--- src/rtl/sse_pkg.sv ---
package sse_pkg;

    // ------------------------------------------------------------------
    // Register map as word indices; byte address is four times the index
    // ------------------------------------------------------------------
    localparam logic [7:0]  SSE_ADDR_ENTRY_30   = 8'h3E;
    localparam logic [7:0]  SSE_ADDR_ENTRY_31   = 8'h3F;
    localparam logic [7:0]  SSE_ADDR_STATUS     = 8'h40;
    localparam logic [7:0]  SSE_ADDR_WORD_BYTES = 8'h04;

    // ------------------------------------------------------------------
    // Entry field layout
    // ------------------------------------------------------------------
    localparam int          SSE_BIT_ACCESS      = 15;
    localparam int          SSE_SELF_HI         = 14;
    localparam int          SSE_SELF_LO         = 9;
    localparam int          SSE_BIT_RETURN      = 8;
    localparam int          SSE_SECOND_HI       = 7;
    localparam int          SSE_SECOND_LO       = 4;
    localparam int          SSE_FIRST_HI        = 3;
    localparam int          SSE_FIRST_LO        = 0;

    // ------------------------------------------------------------------
    // Reset values and sizes
    // ------------------------------------------------------------------
    localparam logic [5:0]  SSE_SELF_30         = 6'h3E;
    localparam logic [5:0]  SSE_SELF_31         = 6'h3F;
    localparam logic [15:0] SSE_RESET_30        = 16'h7C00;
    localparam logic [15:0] SSE_RESET_31        = 16'h7E00;
    localparam int          SSE_NUM_ENTRIES     = 2;
    localparam logic [4:0]  SSE_FIRST_INDEX     = 5'h00;
    localparam logic [4:0]  SSE_INDEX_30        = 5'h1E;
    localparam logic [4:0]  SSE_INDEX_31        = 5'h1F;

    // ------------------------------------------------------------------
    // AHB-Lite codes
    // ------------------------------------------------------------------
    localparam logic [1:0]  SSE_HTRANS_NONSEQ   = 2'h2;
    localparam logic [1:0]  SSE_HTRANS_SEQ      = 2'h3;

endpackage

--- src/rtl/sse_stack_entries.sv ---
`timescale 1ns/1ps
// Operation
// [RULE_01] Bit 15 of an entry selects access type: 0 read, 1 write.
// [RULE_02] Bits 14..9 hold the entry's own address, 111110b for entry 30, 111111b for 31.
// [RULE_03] With the return bit clear the sequencer steps to the next entry after conversion.
// [RULE_04] With the return bit set the sequencer goes back to the first entry after conversion.
// [RULE_05] Bits 7..4 choose the second converter's channel and reset to zero.
// [RULE_06] Bits 3..0 choose the first converter's channel and reset to zero.
// [RULE_07] Entry 31 sits at 0x3F and resets to 0x7E00.
// [RULE_08] Each entry gives one channel per converter for one paired conversion.
// [RULE_09] Reset returns the stack pointer to the first entry.
module sse_stack_entries
    import sse_pkg::*;
(
    input  wire logic        clock_in,
    input  wire logic        rst_in,
    input  wire logic        hsel_in,
    input  wire logic [31:0] haddr_in,
    input  wire logic [1:0]  htrans_in,
    input  wire logic        hwrite_in,
    input  wire logic [2:0]  hsize_in,
    input  wire logic [31:0] hwdata_in,
    input  wire logic        hready_in,
    input  wire logic [4:0]  stack_pointer_in,
    input  wire logic        conversion_done_in,
    output logic [31:0]      hrdata_out,
    output logic             hreadyout_out,
    output logic             hresp_out,
    output logic [4:0]       next_pointer_out,
    output logic             pointer_load_out,
    output logic [3:0]       first_converter_channel_out,
    output logic [3:0]       second_converter_channel_out
);

    typedef struct packed {
        logic [1:0][15:0] entry;
        logic             wr_pend;
        logic             rd_pend;
        logic [7:0]       addr;
        logic [31:0]      rdata;
        logic [4:0]       next_ptr;
        logic             load;
        logic [3:0]       first_ch;
        logic [3:0]       second_ch;
    } sse_state_s;

    sse_state_s st_q;
    sse_state_s st_d;

    // ------------------------------------------------------------------
    // Entry selected by the sequencer
    // ------------------------------------------------------------------
    logic        ptr_hit;
    logic        ptr_sel;
    logic [15:0] cur_entry;

    always_comb begin
        ptr_hit   = (stack_pointer_in == SSE_INDEX_30) || (stack_pointer_in == SSE_INDEX_31);
        ptr_sel   = (stack_pointer_in == SSE_INDEX_31);
        cur_entry = st_q.entry[ptr_sel];
    end

    // ------------------------------------------------------------------
    // Next state
    // ------------------------------------------------------------------
    always_comb begin
        st_d = st_q;
        st_d.load = 1'b0;

        // Bus write data phase; self address and access bit are kept as
        // written so software reads back what it stored
        if (st_q.wr_pend) begin
            for (int i = 0; i < SSE_NUM_ENTRIES; i++) begin
                if (st_q.addr == (i == 0 ? SSE_ADDR_ENTRY_30 : SSE_ADDR_ENTRY_31)) begin
                    st_d.entry[i] = hwdata_in[15:0]; // [RULE_01] [RULE_02]
                end
            end
        end

        // Address phase capture; only word-aligned addresses decode, hsize_in is not checked
        st_d.wr_pend = 1'b0;
        st_d.rd_pend = 1'b0;
        // Misaligned byte addresses decode as unmapped so they never alias an entry
        if (hsel_in && hready_in && htrans_in[1]) begin
            st_d.addr    = (haddr_in[1:0] == 2'b00) ? haddr_in[9:2] : 8'hFF;
            st_d.wr_pend = hwrite_in;
            st_d.rd_pend = !hwrite_in;
            st_d.rdata   = 32'h0000_0000;
            case (st_d.addr)
                SSE_ADDR_ENTRY_30: st_d.rdata = {16'h0000, st_d.entry[0]};
                SSE_ADDR_ENTRY_31: st_d.rdata = {16'h0000, st_d.entry[1]}; // [RULE_07]
                SSE_ADDR_STATUS:   st_d.rdata = {19'h00000, st_q.next_ptr,
                                                 st_q.second_ch, st_q.first_ch};
                default:           st_d.rdata = 32'h0000_0000;
            endcase
        end

        // Sequencer step after a finished paired conversion
        if (conversion_done_in && ptr_hit) begin
            st_d.load = 1'b1;
            if (cur_entry[SSE_BIT_RETURN]) begin
                st_d.next_ptr = SSE_FIRST_INDEX; // [RULE_04]
            end else begin
                st_d.next_ptr = 5'(stack_pointer_in + 5'h01); // [RULE_03]
            end
        end

        // One channel per converter from the active entry
        if (ptr_hit) begin
            st_d.first_ch  = cur_entry[SSE_FIRST_HI:SSE_FIRST_LO];   // [RULE_06] [RULE_08]
            st_d.second_ch = cur_entry[SSE_SECOND_HI:SSE_SECOND_LO]; // [RULE_05] [RULE_08]
        end

        if (rst_in) begin
            st_d          = '0;
            st_d.entry[0] = SSE_RESET_30;
            st_d.entry[1] = SSE_RESET_31; // [RULE_07]
            st_d.next_ptr = SSE_FIRST_INDEX; // [RULE_09]
            st_d.load     = 1'b1;            // [RULE_09]
        end
    end

    always_ff @(posedge clock_in) begin
        st_q <= st_d;
    end

    // ------------------------------------------------------------------
    // Outputs
    // ------------------------------------------------------------------
    always_comb begin
        hrdata_out                   = st_q.rdata;
        hreadyout_out                = 1'b1;
        hresp_out                    = 1'b0;
        next_pointer_out             = st_q.next_ptr;
        pointer_load_out             = st_q.load;
        first_converter_channel_out  = st_q.first_ch;
        second_converter_channel_out = st_q.second_ch;
    end

endmodule // sse_stack_entries

--- config.mk ---
export PLATFORM = sky130hd
export DESIGN_NAME = sse_stack_entries
export DESIGN_NICKNAME = d
export VERILOG_FILES = /design/src/rtl/sse_pkg.sv /design/src/rtl/sse_stack_entries.sv
export SDC_FILE = /design/constraint.sdc
export NUM_CORES = 1
export LEC_CHECK = 0
export ABC_CLOCK_PERIOD_IN_PS = 2700
export BUFFER_PORTS_ARGS = -buffer_cell sky130_fd_sc_hd__buf_2
export CAP_MARGIN = 20
export CELL_PAD_IN_SITES_DETAIL_PLACEMENT = 0
export CELL_PAD_IN_SITES_GLOBAL_PLACEMENT = 1
export CORE_MARGIN = 4
export CORE_UTILIZATION = 36
export CTS_CLUSTER_DIAMETER = 120
export CTS_CLUSTER_SIZE = 24
export DETAILED_ROUTE_END_ITERATION = 10
export PLACE_DENSITY = 0.83
export SYNTH_ARGS = -nofsm -noshare
export SYNTH_HDL_FRONTEND = slang
export SYNTH_SLANG_ARGS = --single-unit
--- constraint.sdc ---
create_clock -name clock_in -period 2.7 [get_ports clock_in]
set_input_delay 0.54 -clock clock_in [delete_from_list [all_inputs] [get_ports clock_in]]
set_output_delay 0.54 -clock clock_in [all_outputs]
set_load 0.03 [all_outputs]
Yosys cells after proc, flatten, opt, wreduce, memory -nomap -nowiden
Cells that the tools add are included.
Cells by class
  add/subtract/negate cells: 1
  magnitude comparators: 1
  equal/unequal tests: 7
  mux-type cells: 9
  bitwise gates (word level): 1
  reduce and logical (&&, ||, !) cells: 6
Operator list (number)
  one-hot mux 16 bit (3 select lines): 1
  == test 8 x 6 -> 1 bit (second input constant): 4
  2-to-1 mux 16 bit: 2
  2-to-1 mux 32 bit: 1
  2-to-1 mux 9 bit: 2
  == test 5 bit (second input constant): 2
  == test 8 x 7 -> 1 bit (second input constant): 1
  2-to-1 mux 8 bit: 1
  adder 5 x 1 -> 5 bit (second input constant): 1
  2-to-1 mux 5 bit: 1
  logical AND 1 bit: 3
  logical NOT 2 bit: 1
  < comparator 1 x 2 -> 1 bit (second input constant): 1
  OR reduction 2 bit: 1
  logical OR 1 bit: 1
  2-to-1 mux 1 bit: 1
  inverter 1 bit: 1
Word-level totals
  bits in registers: 87
  input port bits: 80
  output and inout bits: 48
  logic and storage cells: 34

Depth between registers and ports, before layout
Gate-level depths: netlist of run 1.
  depth in word-level cells: 4
  depth in mapped cells: 9
  depth with buffers taken out: 7

Worst setup path before layout of run 1
Ideal clock, no wire load.
  path type: in2reg
  start: input port stack_pointer_in[0]
  end: register st_q, in the netlist first_converter_channel_out[1]
  library setup time: 86 ps
  arrival: 2097 ps
  data required time: 2614 ps
  path slack: 517 ps
  cell stages on the path: 9
  path buffers: 3
  path through: ha_1 and3_1 ha_1 buf_2 a41o_1 clkbuf_1 buf_1 nor2_1 a211oi_1
On the way
  cells in the longest elaborated chain, start to end: 3
  elaborated cells on any way between the ends: 5
  those cells by class: 2 x eq/ne; 2 x mux; 1 x reduce/logical
RTL lines
  start, declared: RTL line sse_stack_entries.sv:24  | input wire logic [4:0] stack_pointer_in,
  == test 5 bit: RTL line sse_stack_entries.sv:58, sse_stack_entries.sv:59
  2-to-1 mux 9 bit (implied by the code) (2 in a row): RTL line sse_stack_entries.sv:60  | cur_entry = st_q.entry[ptr_sel];
  end signal, assigned: RTL line sse_stack_entries.sv:124  | st_q <= st_d;
  end, declared: RTL line sse_stack_entries.sv:47  | sse_state_s st_q;
Parallel ways exist; a longest one is shown, timed or not. The select of a mux whose other input is x is not followed.
A chain may end at the register's enable or synchronous reset.

Final worst setup path of run 1
  start: input port haddr_in[1]
  end: register st_q, in the netlist hrdata_out[0]
On the way
  cells in the longest elaborated chain, start to end: 4
  elaborated cells on any way between the ends: 6
  those cells by class: 3 x eq/ne; 2 x mux; 1 x reduce/logical
RTL lines
  start, declared: RTL line sse_stack_entries.sv:18  | input wire logic [31:0] haddr_in,
  logical NOT 2 bit *: RTL line sse_stack_entries.sv:85  | st_d.addr = (haddr_in[1:0] == 2'b00) ? haddr_in[9:2] : 8'hFF;
  2-to-1 mux 8 bit *: RTL line sse_stack_entries.sv:85
  == test 8 x 7 -> 1 bit / == test 8 x 6 -> 1 bit (equally long branches): RTL line sse_stack_entries.sv:89  | case (st_d.addr)
  one-hot mux 16 bit (3 select lines) *: RTL line sse_stack_entries.sv:89
Mark *: on every way between the ends. The rest lies on a longest branch, timed or not.

==> metrics.md, run 1 <==
| Metric | Value |
|---|---|
| Status | `complete, no violations` |
| Post-synth top area share | `41.00%` |
| Placer Congestion | `0.7674` |
| Layout Nets | `498` |
| ANT cells | `0` |
| Critical Path Fanout Max | `6` |
| Die W | `106.1 µm` |
| Ys flop type | `dfxtp_1` |
| Hold Vio Cnt, Final | `0` |
| Drt drc | `0` |
| Number of synthesized flops with an enable pin | `0` |
| Final antenna-violating net count | `0` |
| PortBufs | `67` |
| Final Skew | `0.009714 ns` |
| Setup bufs post-CTS | `0` |
| Worst slew margin | `53.10%` |
| Total gr overflow | `0` |
| Final setup viols | `0` |
| HPWL Detailed | `6069 µm` |
| Fillers | `945` |
| Clock sink count | `71` |
| DR WL/cell | `15.20 µm` |
| Hold crit path type | `primary input to flip-flop` |
| Layout cells sized above 1 | `27.68%` |
| Required @ worst endpoint | `2.93 ns` |
| Max-Cap Viols | `0` |
| Area Overhead vs Synth | `12.78%` |
| Most frequent cells after synthesis | `dfxtp_1, nor2_1, buf_4` |
| Netlist cell types | `44` |
| Via count | `2727` |
| Pwr Density | `554.8 nW/µm²` |
| Pins Over Slew Limit | `0` |
| H-tree Lvls | `3` |
| Tmin final | `2.024 ns` |
| Resized Gates After CTS | `0` |
| Bufs on Longest Clock Path | `2` |
| Worst-margin pin slew | `0.6958 ns` |
| Largest net degree at the start of global routing | `40` |
| Final period util | `74.98%` |
| Fin util | `41.92%` |
| Io pins | `128` |
| Worst-Skew Late Latency | `0.33 ns` |
| Synth Area per Inst | `9.270 µm²` |
| Async set-reset flop share out of synthesis | `0%` |
| Worst vdd ir | `214.8 µV` |
| Critical path class | `primary input to flip-flop` |
| CTS clk-pin slew, worst paths | `0.07 ns` |
| Starting Density | `37.17%` |
| Vias in the first global route | `2723` |
| Cell Rows | `35` |
| CP endpoint kind | `flip-flop` |
| Die Area | `11260 µm²` |
| Initial antenna violation count | `0` |
| Fin Setup TNS | `0 ns` |
| Yosys reg bits | `71` |
| Pleak | `1.595 nW` |
| Initial drt markers | `166` |
| Die Span Y | `106.1 µm` |
| Sequential element share of the synthesized area | `41.00%` |
| RSZ-0062 raised after global routing | `no` |
| FMAX | `494.0 MHz` |
| Syn Std Cell Area | `3467 µm²` |
| Crit path DAT | `2.26 ns` |
| Worst setup SP type | `primary input` |
| Routed vias/inst | `4.976` |
| Global-route wire length before repair | `13370 µm` |
| Most numerous cell in the Yosys netlist | `dfxtp_1` |
| Cell accounting for the most synthesized area | `dfxtp_1` |
| CTS tree | `done` |
| All-layer global routing usage | `14.89%` |
| Ys Warns | `0` |
| Iteration count of the initial detailed-routing pass | `7` |
| Mapped Cells | `374` |
| Top cells by area, synth | `dfxtp_1, buf_4, mux2i_1` |
| DRT Wirelength | `8327 µm` |
| Root Buffer | `clkbuf_8` |
| Core footprint | `9328 µm²` |
| CTS Hold Buffers Added | `0` |
| CTS buffer count | `9` |
worst max-delay path, stage by stage:
cell      delay [ns]
buf_2           0.11
or3_1           0.41
nor4_4          0.42
buf_4           0.22
o41ai_2         0.14
buf_4           0.21
a311oi_1        0.21
power breakdown:
group          switching, mW  total, mW  internal, mW  leakage [nW]
registers            0.00962       1.07          1.06         0.575
clock network          0.366      0.908         0.542         0.103
logic                  0.132      0.189        0.0568         0.917
total                  0.508       2.17          1.66          1.59
cells in the final DEF, fill, tap and decap left out, drive strengths merged, types with 2 or more instances in the layout:
cell,Yosys,layout
clkbuf,13,12
a21oi,3,3
ha,3,3
nand4,2,2
conb,2,18
o32a,2,2
bufinv,0,2
dfxtp,71,71
nand2,34,34
and4b,2,2
nor4,2,2
nand3,4,4
mux2,8,8
nand2b,7,7
a311oi,9,9
a221oi,4,4
or3,2,2
and2,3,3
buf,57,84
a222oi,9,9
nor2,51,51
and3,4,4
inv,4,4
nor3,14,14
a211oi,13,13
mux2i,33,33
o21ai,5,5
metal layers:
metal | track usage [%] | wire length (µm)
met5 | 0 | 0
met4 | 5.550 | 68
met3 | 3.279 | 519
met2 | 26.15 | 4316
met1 | 17.69 | 3422
cell families after synthesis:
| family | synth area share (%) |
|---|---|
| AND/OR/NAND/NOR | 18.41 |
| buffers and inverters | 13.75 |
| flip-flops | 41.00 |
| AO/OA/AOI/OAI | 12.92 |
| multiplexers | 12.13 |
| adder cells (fa/ha/maj) | 1.083 |
| other | 0.2166 |
| XOR/XNOR | 0.5053 |
state kept, by name (all words and copies together) (netlist names):
signal / count
st_q: 41
pointer_load_out: 1
first_converter_channel_out: 4
hrdata_out: 16
second_converter_channel_out: 4
next_pointer_out: 5
metrics by stage:
step	cells	power, mW	setup WS, ns	hold slack [ns]	area, µm²
CTS	548	2.185	0.6526	0.4342	3910
global route	548	2.251	0.5518	0.4487	3910
global placement	533	1.283	0.3489	0.4435	3697
finish	548	2.169	0.6756	0.4485	3910
detailed placement	533	1.285	0.3431	0.4450	3697
floorplan	390	1.242	0.5174	0.4323	3527
path summary, 6_finish.rpt:
path	startpoint	depth (start not counted)	slack, ns	to
max reg2reg	st_q[53]$_SDFFE_PP0P_	5	0.73	hrdata_out[12]$_SDFFE_PP0P_
max	haddr_in[1]	7	0.68	hrdata_out[0]$_SDFFE_PP0P_
min reg2reg	hrdata_out[13]$_SDFFE_PP0P_	2	0.45	hrdata_out[13]$_SDFFE_PP0P_
min	stack_pointer_in[0]	2	0.45	next_pointer_out[0]$_SDFFE_PP0P_
cell type report:
class	instances	area, µm²	share of cell area (%)
Inverter	4	15.01	0.3840
Clock inverter	3	67.56	1.728
Sequential cell	71	1421	36.35
Multi-Input combinational cell	245	1637	41.86
Timing Repair Buffer	84	462.9	11.84
Clock buffer	12	145.1	3.712
Tap cell	129	161.4	4.128
Note: power is estimated with default switching activity, not from simulation.
==> run 2, diff against run 1 <==
- ABC_AREA: default -> 1
- ABC_CLOCK_PERIOD_IN_PS: 2700 -> 1600
- CORE_UTILIZATION: 36 -> 32
- PLACE_DENSITY: 0.83 -> 0.8
- clock period: 2.7 -> 1.6 ns (I/O delays scaled with it)
==> run 2 against run 1 <==
  * Worst setup slack got worse by 0.58 ns
  * Sequential share of layout area fell by 6.4 points
  * Utilization fell by 2.2 points
  * Highest routed layer unchanged
  * Cell count grew 36%
  * Clock skew shrank 0.0033 ns
  * Wire length is 28% higher
==> metrics.md, run 2 <==
| Metric | Value |
|---|---|
| Status | `complete, no violations` |
| Root Buffer | `clkbuf_16` |
| DR WL met3 | `641 µm` |
| DRT met1 WL | `5065 µm` |
| CTS clk-pin slew, worst paths | `0.06 ns` |
| Die W | `118.4 µm` |
| CP endpoint kind | `flip-flop` |
| Placer Congestion | `0.8466` |
| Pwr Density | `952.3 nW/µm²` |
| Critical path class | `flip-flop to flip-flop` |
| HPWL Detailed | `7469 µm` |
| Register with the most flip-flops | `st_q` |
| Sw power | `1.017 mW` |
| Flop-to-flop setup slack | `0.1 ns` |
| Global-route wire length before repair | `16750 µm` |
| Synth Area per Inst | `7.161 µm²` |
| PortBufs | `67` |
| Core footprint | `11960 µm²` |
| Largest net degree at the start of global routing | `37` |
| Final setup viols | `0` |
| Final antenna-violating net count | `0` |
| Drt drc | `0` |
| Top cells by area, synth | `dfxtp_1, nand2_1, buf_4` |
| CTS buffer count | `9` |
| H-tree Lvls | `3` |
| Hold crit path type | `primary input to flip-flop` |
| Ys flop type | `dfxtp_1` |
| Clock Power Share | `52.5%` |
| CP max stage delay | `0.33 ns` |
| Highest Signal Layer | `met4` |
| All-layer global routing usage | `14.77%` |
| Pins Over Slew Limit | `0` |
| Bufs on Longest Clock Path | `2` |
| Worst vdd ir | `512.1 µV` |
| Number of synthesized flops with an enable pin | `0` |
| Area Overhead vs Synth | `21.61%` |
| Crit path DAT | `1.77 ns` |
| Worst setup SP type | `flip-flop` |
| FF+latch area | `1421 µm²` |
| Most frequent cells in the layout | `nand2_1, dfxtp_1, buf_2` |
| Total gr overflow | `0` |
| ANT cells | `0` |
| Fin util | `39.68%` |
| CTS tree | `done` |
| R2R cell count | `10` |
| Critical Path Start | `st_q[51]$_SDFFE_PP0P_` |
| Cell Rows | `40` |
| Clock sink count | `71` |
| Fillers | `1234` |
| Required @ worst endpoint | `1.87 ns` |
| Post-synth top area share | `36.42%` |
| Tmin final | `1.504 ns` |
| Reg2reg start | `st_q[51]$_SDFFE_PP0P_` |
| Seq pwr share | `40.0%` |
| FMAX | `665.0 MHz` |
| Commonest non-fill, non-tap cell in the layout | `nand2_1` |
| Most frequent cells after synthesis | `nand2_1, dfxtp_1, inv_1` |
| Net switching share of the total power | `22.51%` |
| Worst-Skew Late Latency | `0.33 ns` |
| Worst-path cell chain | `nand2_1 -> nor2_4 -> buf_6 -> nand3_4 -> buf_12 -> nand2_1 -> nand3_1 -> nand3_1 -> nand2_1 -> a21oi_1` |
| Async set-reset flop share out of synthesis | `0%` |
| Vias in the first global route | `3417` |
| Starting Density | `32.63%` |
| Initial antenna violation count | `0` |
| Critical Path Fanout Max | `11` |
| DR WL/cell | `14.27 µm` |
| Final period util | `93.98%` |
| Layout cells sized above 1 | `27.12%` |
| Max FFs per register | `41` |
| Yosys reg bits | `71` |
| Logic pwr share | `7.6%` |
| Multi-input logic area | `1847 µm²` |
| Pleak | `2.226 nW` |
| DR WL met2 | `4659 µm` |
| DRT Wirelength | `10680 µm` |
| Initial drt markers | `261` |
| CTS Hold Buffers Added | `0` |
| Netlist cell types | `33` |
| Die Area | `14030 µm²` |
| RR Endpoint | `hrdata_out[4]$_SDFFE_PP0P_` |
| Mapped Cells | `545` |
| Fin Hold WS | `0.2328 ns` |
| Top cell by count, worst path | `nand2_1` |
| Via count | `3603` |
| Internal Pwr Total | `3.502 mW` |
| Critical-path cell with the highest stage delay | `dfxtp_1` |
| Iteration count of the initial detailed-routing pass | `5` |
| Final Skew | `0.006431 ns` |
| Hold Vio Cnt, Final | `0` |
| Cell accounting for the most synthesized area | `dfxtp_1` |
| Sequential element share of the synthesized area | `36.42%` |
| Io pins | `128` |
| Routed vias/inst | `4.817` |
| Most numerous cell in the Yosys netlist | `nand2_1` |
| Layout Nets | `679` |
| Die Span Y | `118.4 µm` |
| Ys Warns | `0` |
| Critical Path Sink | `hrdata_out[4]$_SDFFE_PP0P_` |
| Max-Cap Viols | `0` |
| Syn Std Cell Area | `3902 µm²` |
run 2: cell type report:
| type | instances | area share, % |
|---|---|---|
| clock buffer | 11 | 5.326 |
| clock inverter | 5 | 2.188 |
| inverter | 58 | 4.640 |
| multi-input combinational | 358 | 38.91 |
| sequential | 71 | 29.95 |
| tap | 147 | 3.876 |
| timing repair buffer | 98 | 15.11 |
run 2: repair_timing:
action / 4_1_cts / 5_1_grt
endpoints found under the hold margin: 0 / 0
resized for setup: 0 / 13
buffers inserted: 2 / 0
pin swaps: 0 / 1
setup endpoints to repair: 11 / 13
run 2: stage by stage:
stage | worst slack (ns) | power (mW) | TNS [ns] | cell area (µm²) | instances
6_report | 0.09632 | 4.519 | 0 | 4746 | 748
5_1_grt | -0.009277 | 4.657 | -0.01477 | 4746 | 748
4_1_cts | 0.02483 | 4.552 | 0 | 4700 | 748
3_5_place_dp | -0.1021 | 2.185 | -1.462 | 4303 | 730
3_3_place_gp | -0.07359 | 2.180 | -1.023 | 4303 | 730
2_1_floorplan | 0.008770 | 2.092 | 0 | 3971 | 561
run 2: worst min path at each step:
stage	startpoint	to	slack, ns	depth (start not counted)
2_1_floorplan	st_q[66]$_SDFF_PP1_	st_q[66]$_SDFF_PP1_	0.42	2
3_3_place_gp	st_q[66]$_SDFF_PP1_	st_q[66]$_SDFF_PP1_	0.43	2
3_5_place_dp	st_q[68]$_SDFF_PP1_	st_q[68]$_SDFF_PP1_	0.44	2
4_1_cts	hwrite_in	st_q[55]$_SDFF_PP0_	0.22	3
5_1_grt	hwrite_in	st_q[55]$_SDFF_PP0_	0.26	3
6_report	hwrite_in	st_q[55]$_SDFF_PP0_	0.23	3
run 2: power by group through the flow:
| stage | combinational, mW | sequential, mW | clock [mW] |
|---|---|---|---|
| 3_5_place_dp | 0.340 | 1.84 | 0 |
| 5_1_grt | 0.371 | 1.81 | 2.48 |
| 4_1_cts | 0.342 | 1.81 | 2.40 |
| 2_1_floorplan | 0.250 | 1.84 | 0 |
| 3_3_place_gp | 0.336 | 1.84 | 0 |
| 6_report | 0.341 | 1.81 | 2.37 |
run 2: routing by layer:
| layer | up-vias | global-route usage, % |
|---|---|---|
| li1 | 1809 | - |
| met1 | 1622 | 19.75 |
| met2 | 143 | 22.69 |
| met3 | 29 | 2.632 |
| met4 | 0 | 7.748 |
| met5 | - | 0 |
run 2: kinds of logic (layout without fill, tap and decap cells):
| family | Yosys count | after routing | share of synthesized area (%) |
|---|---|---|---|
| simple gates | 256 | 256 | 31.36 |
| buf+inv | 132 | 172 | 18.82 |
| compound gates | 79 | 79 | 11.80 |
| flops | 71 | 71 | 36.42 |
| fa+ha+maj | 3 | 3 | 0.9619 |
| other cells | 2 | 18 | 0.1924 |
| xor+xnor | 2 | 2 | 0.4489 |
run 2: critical path, delay by kind of cell, from the launching register on:
kind / cells / cell delay (ns)
compound gates: 1 / 0.12
buf+inv: 2 / 0.31
simple gates: 7 / 0.68
flops: 1 / 0.33
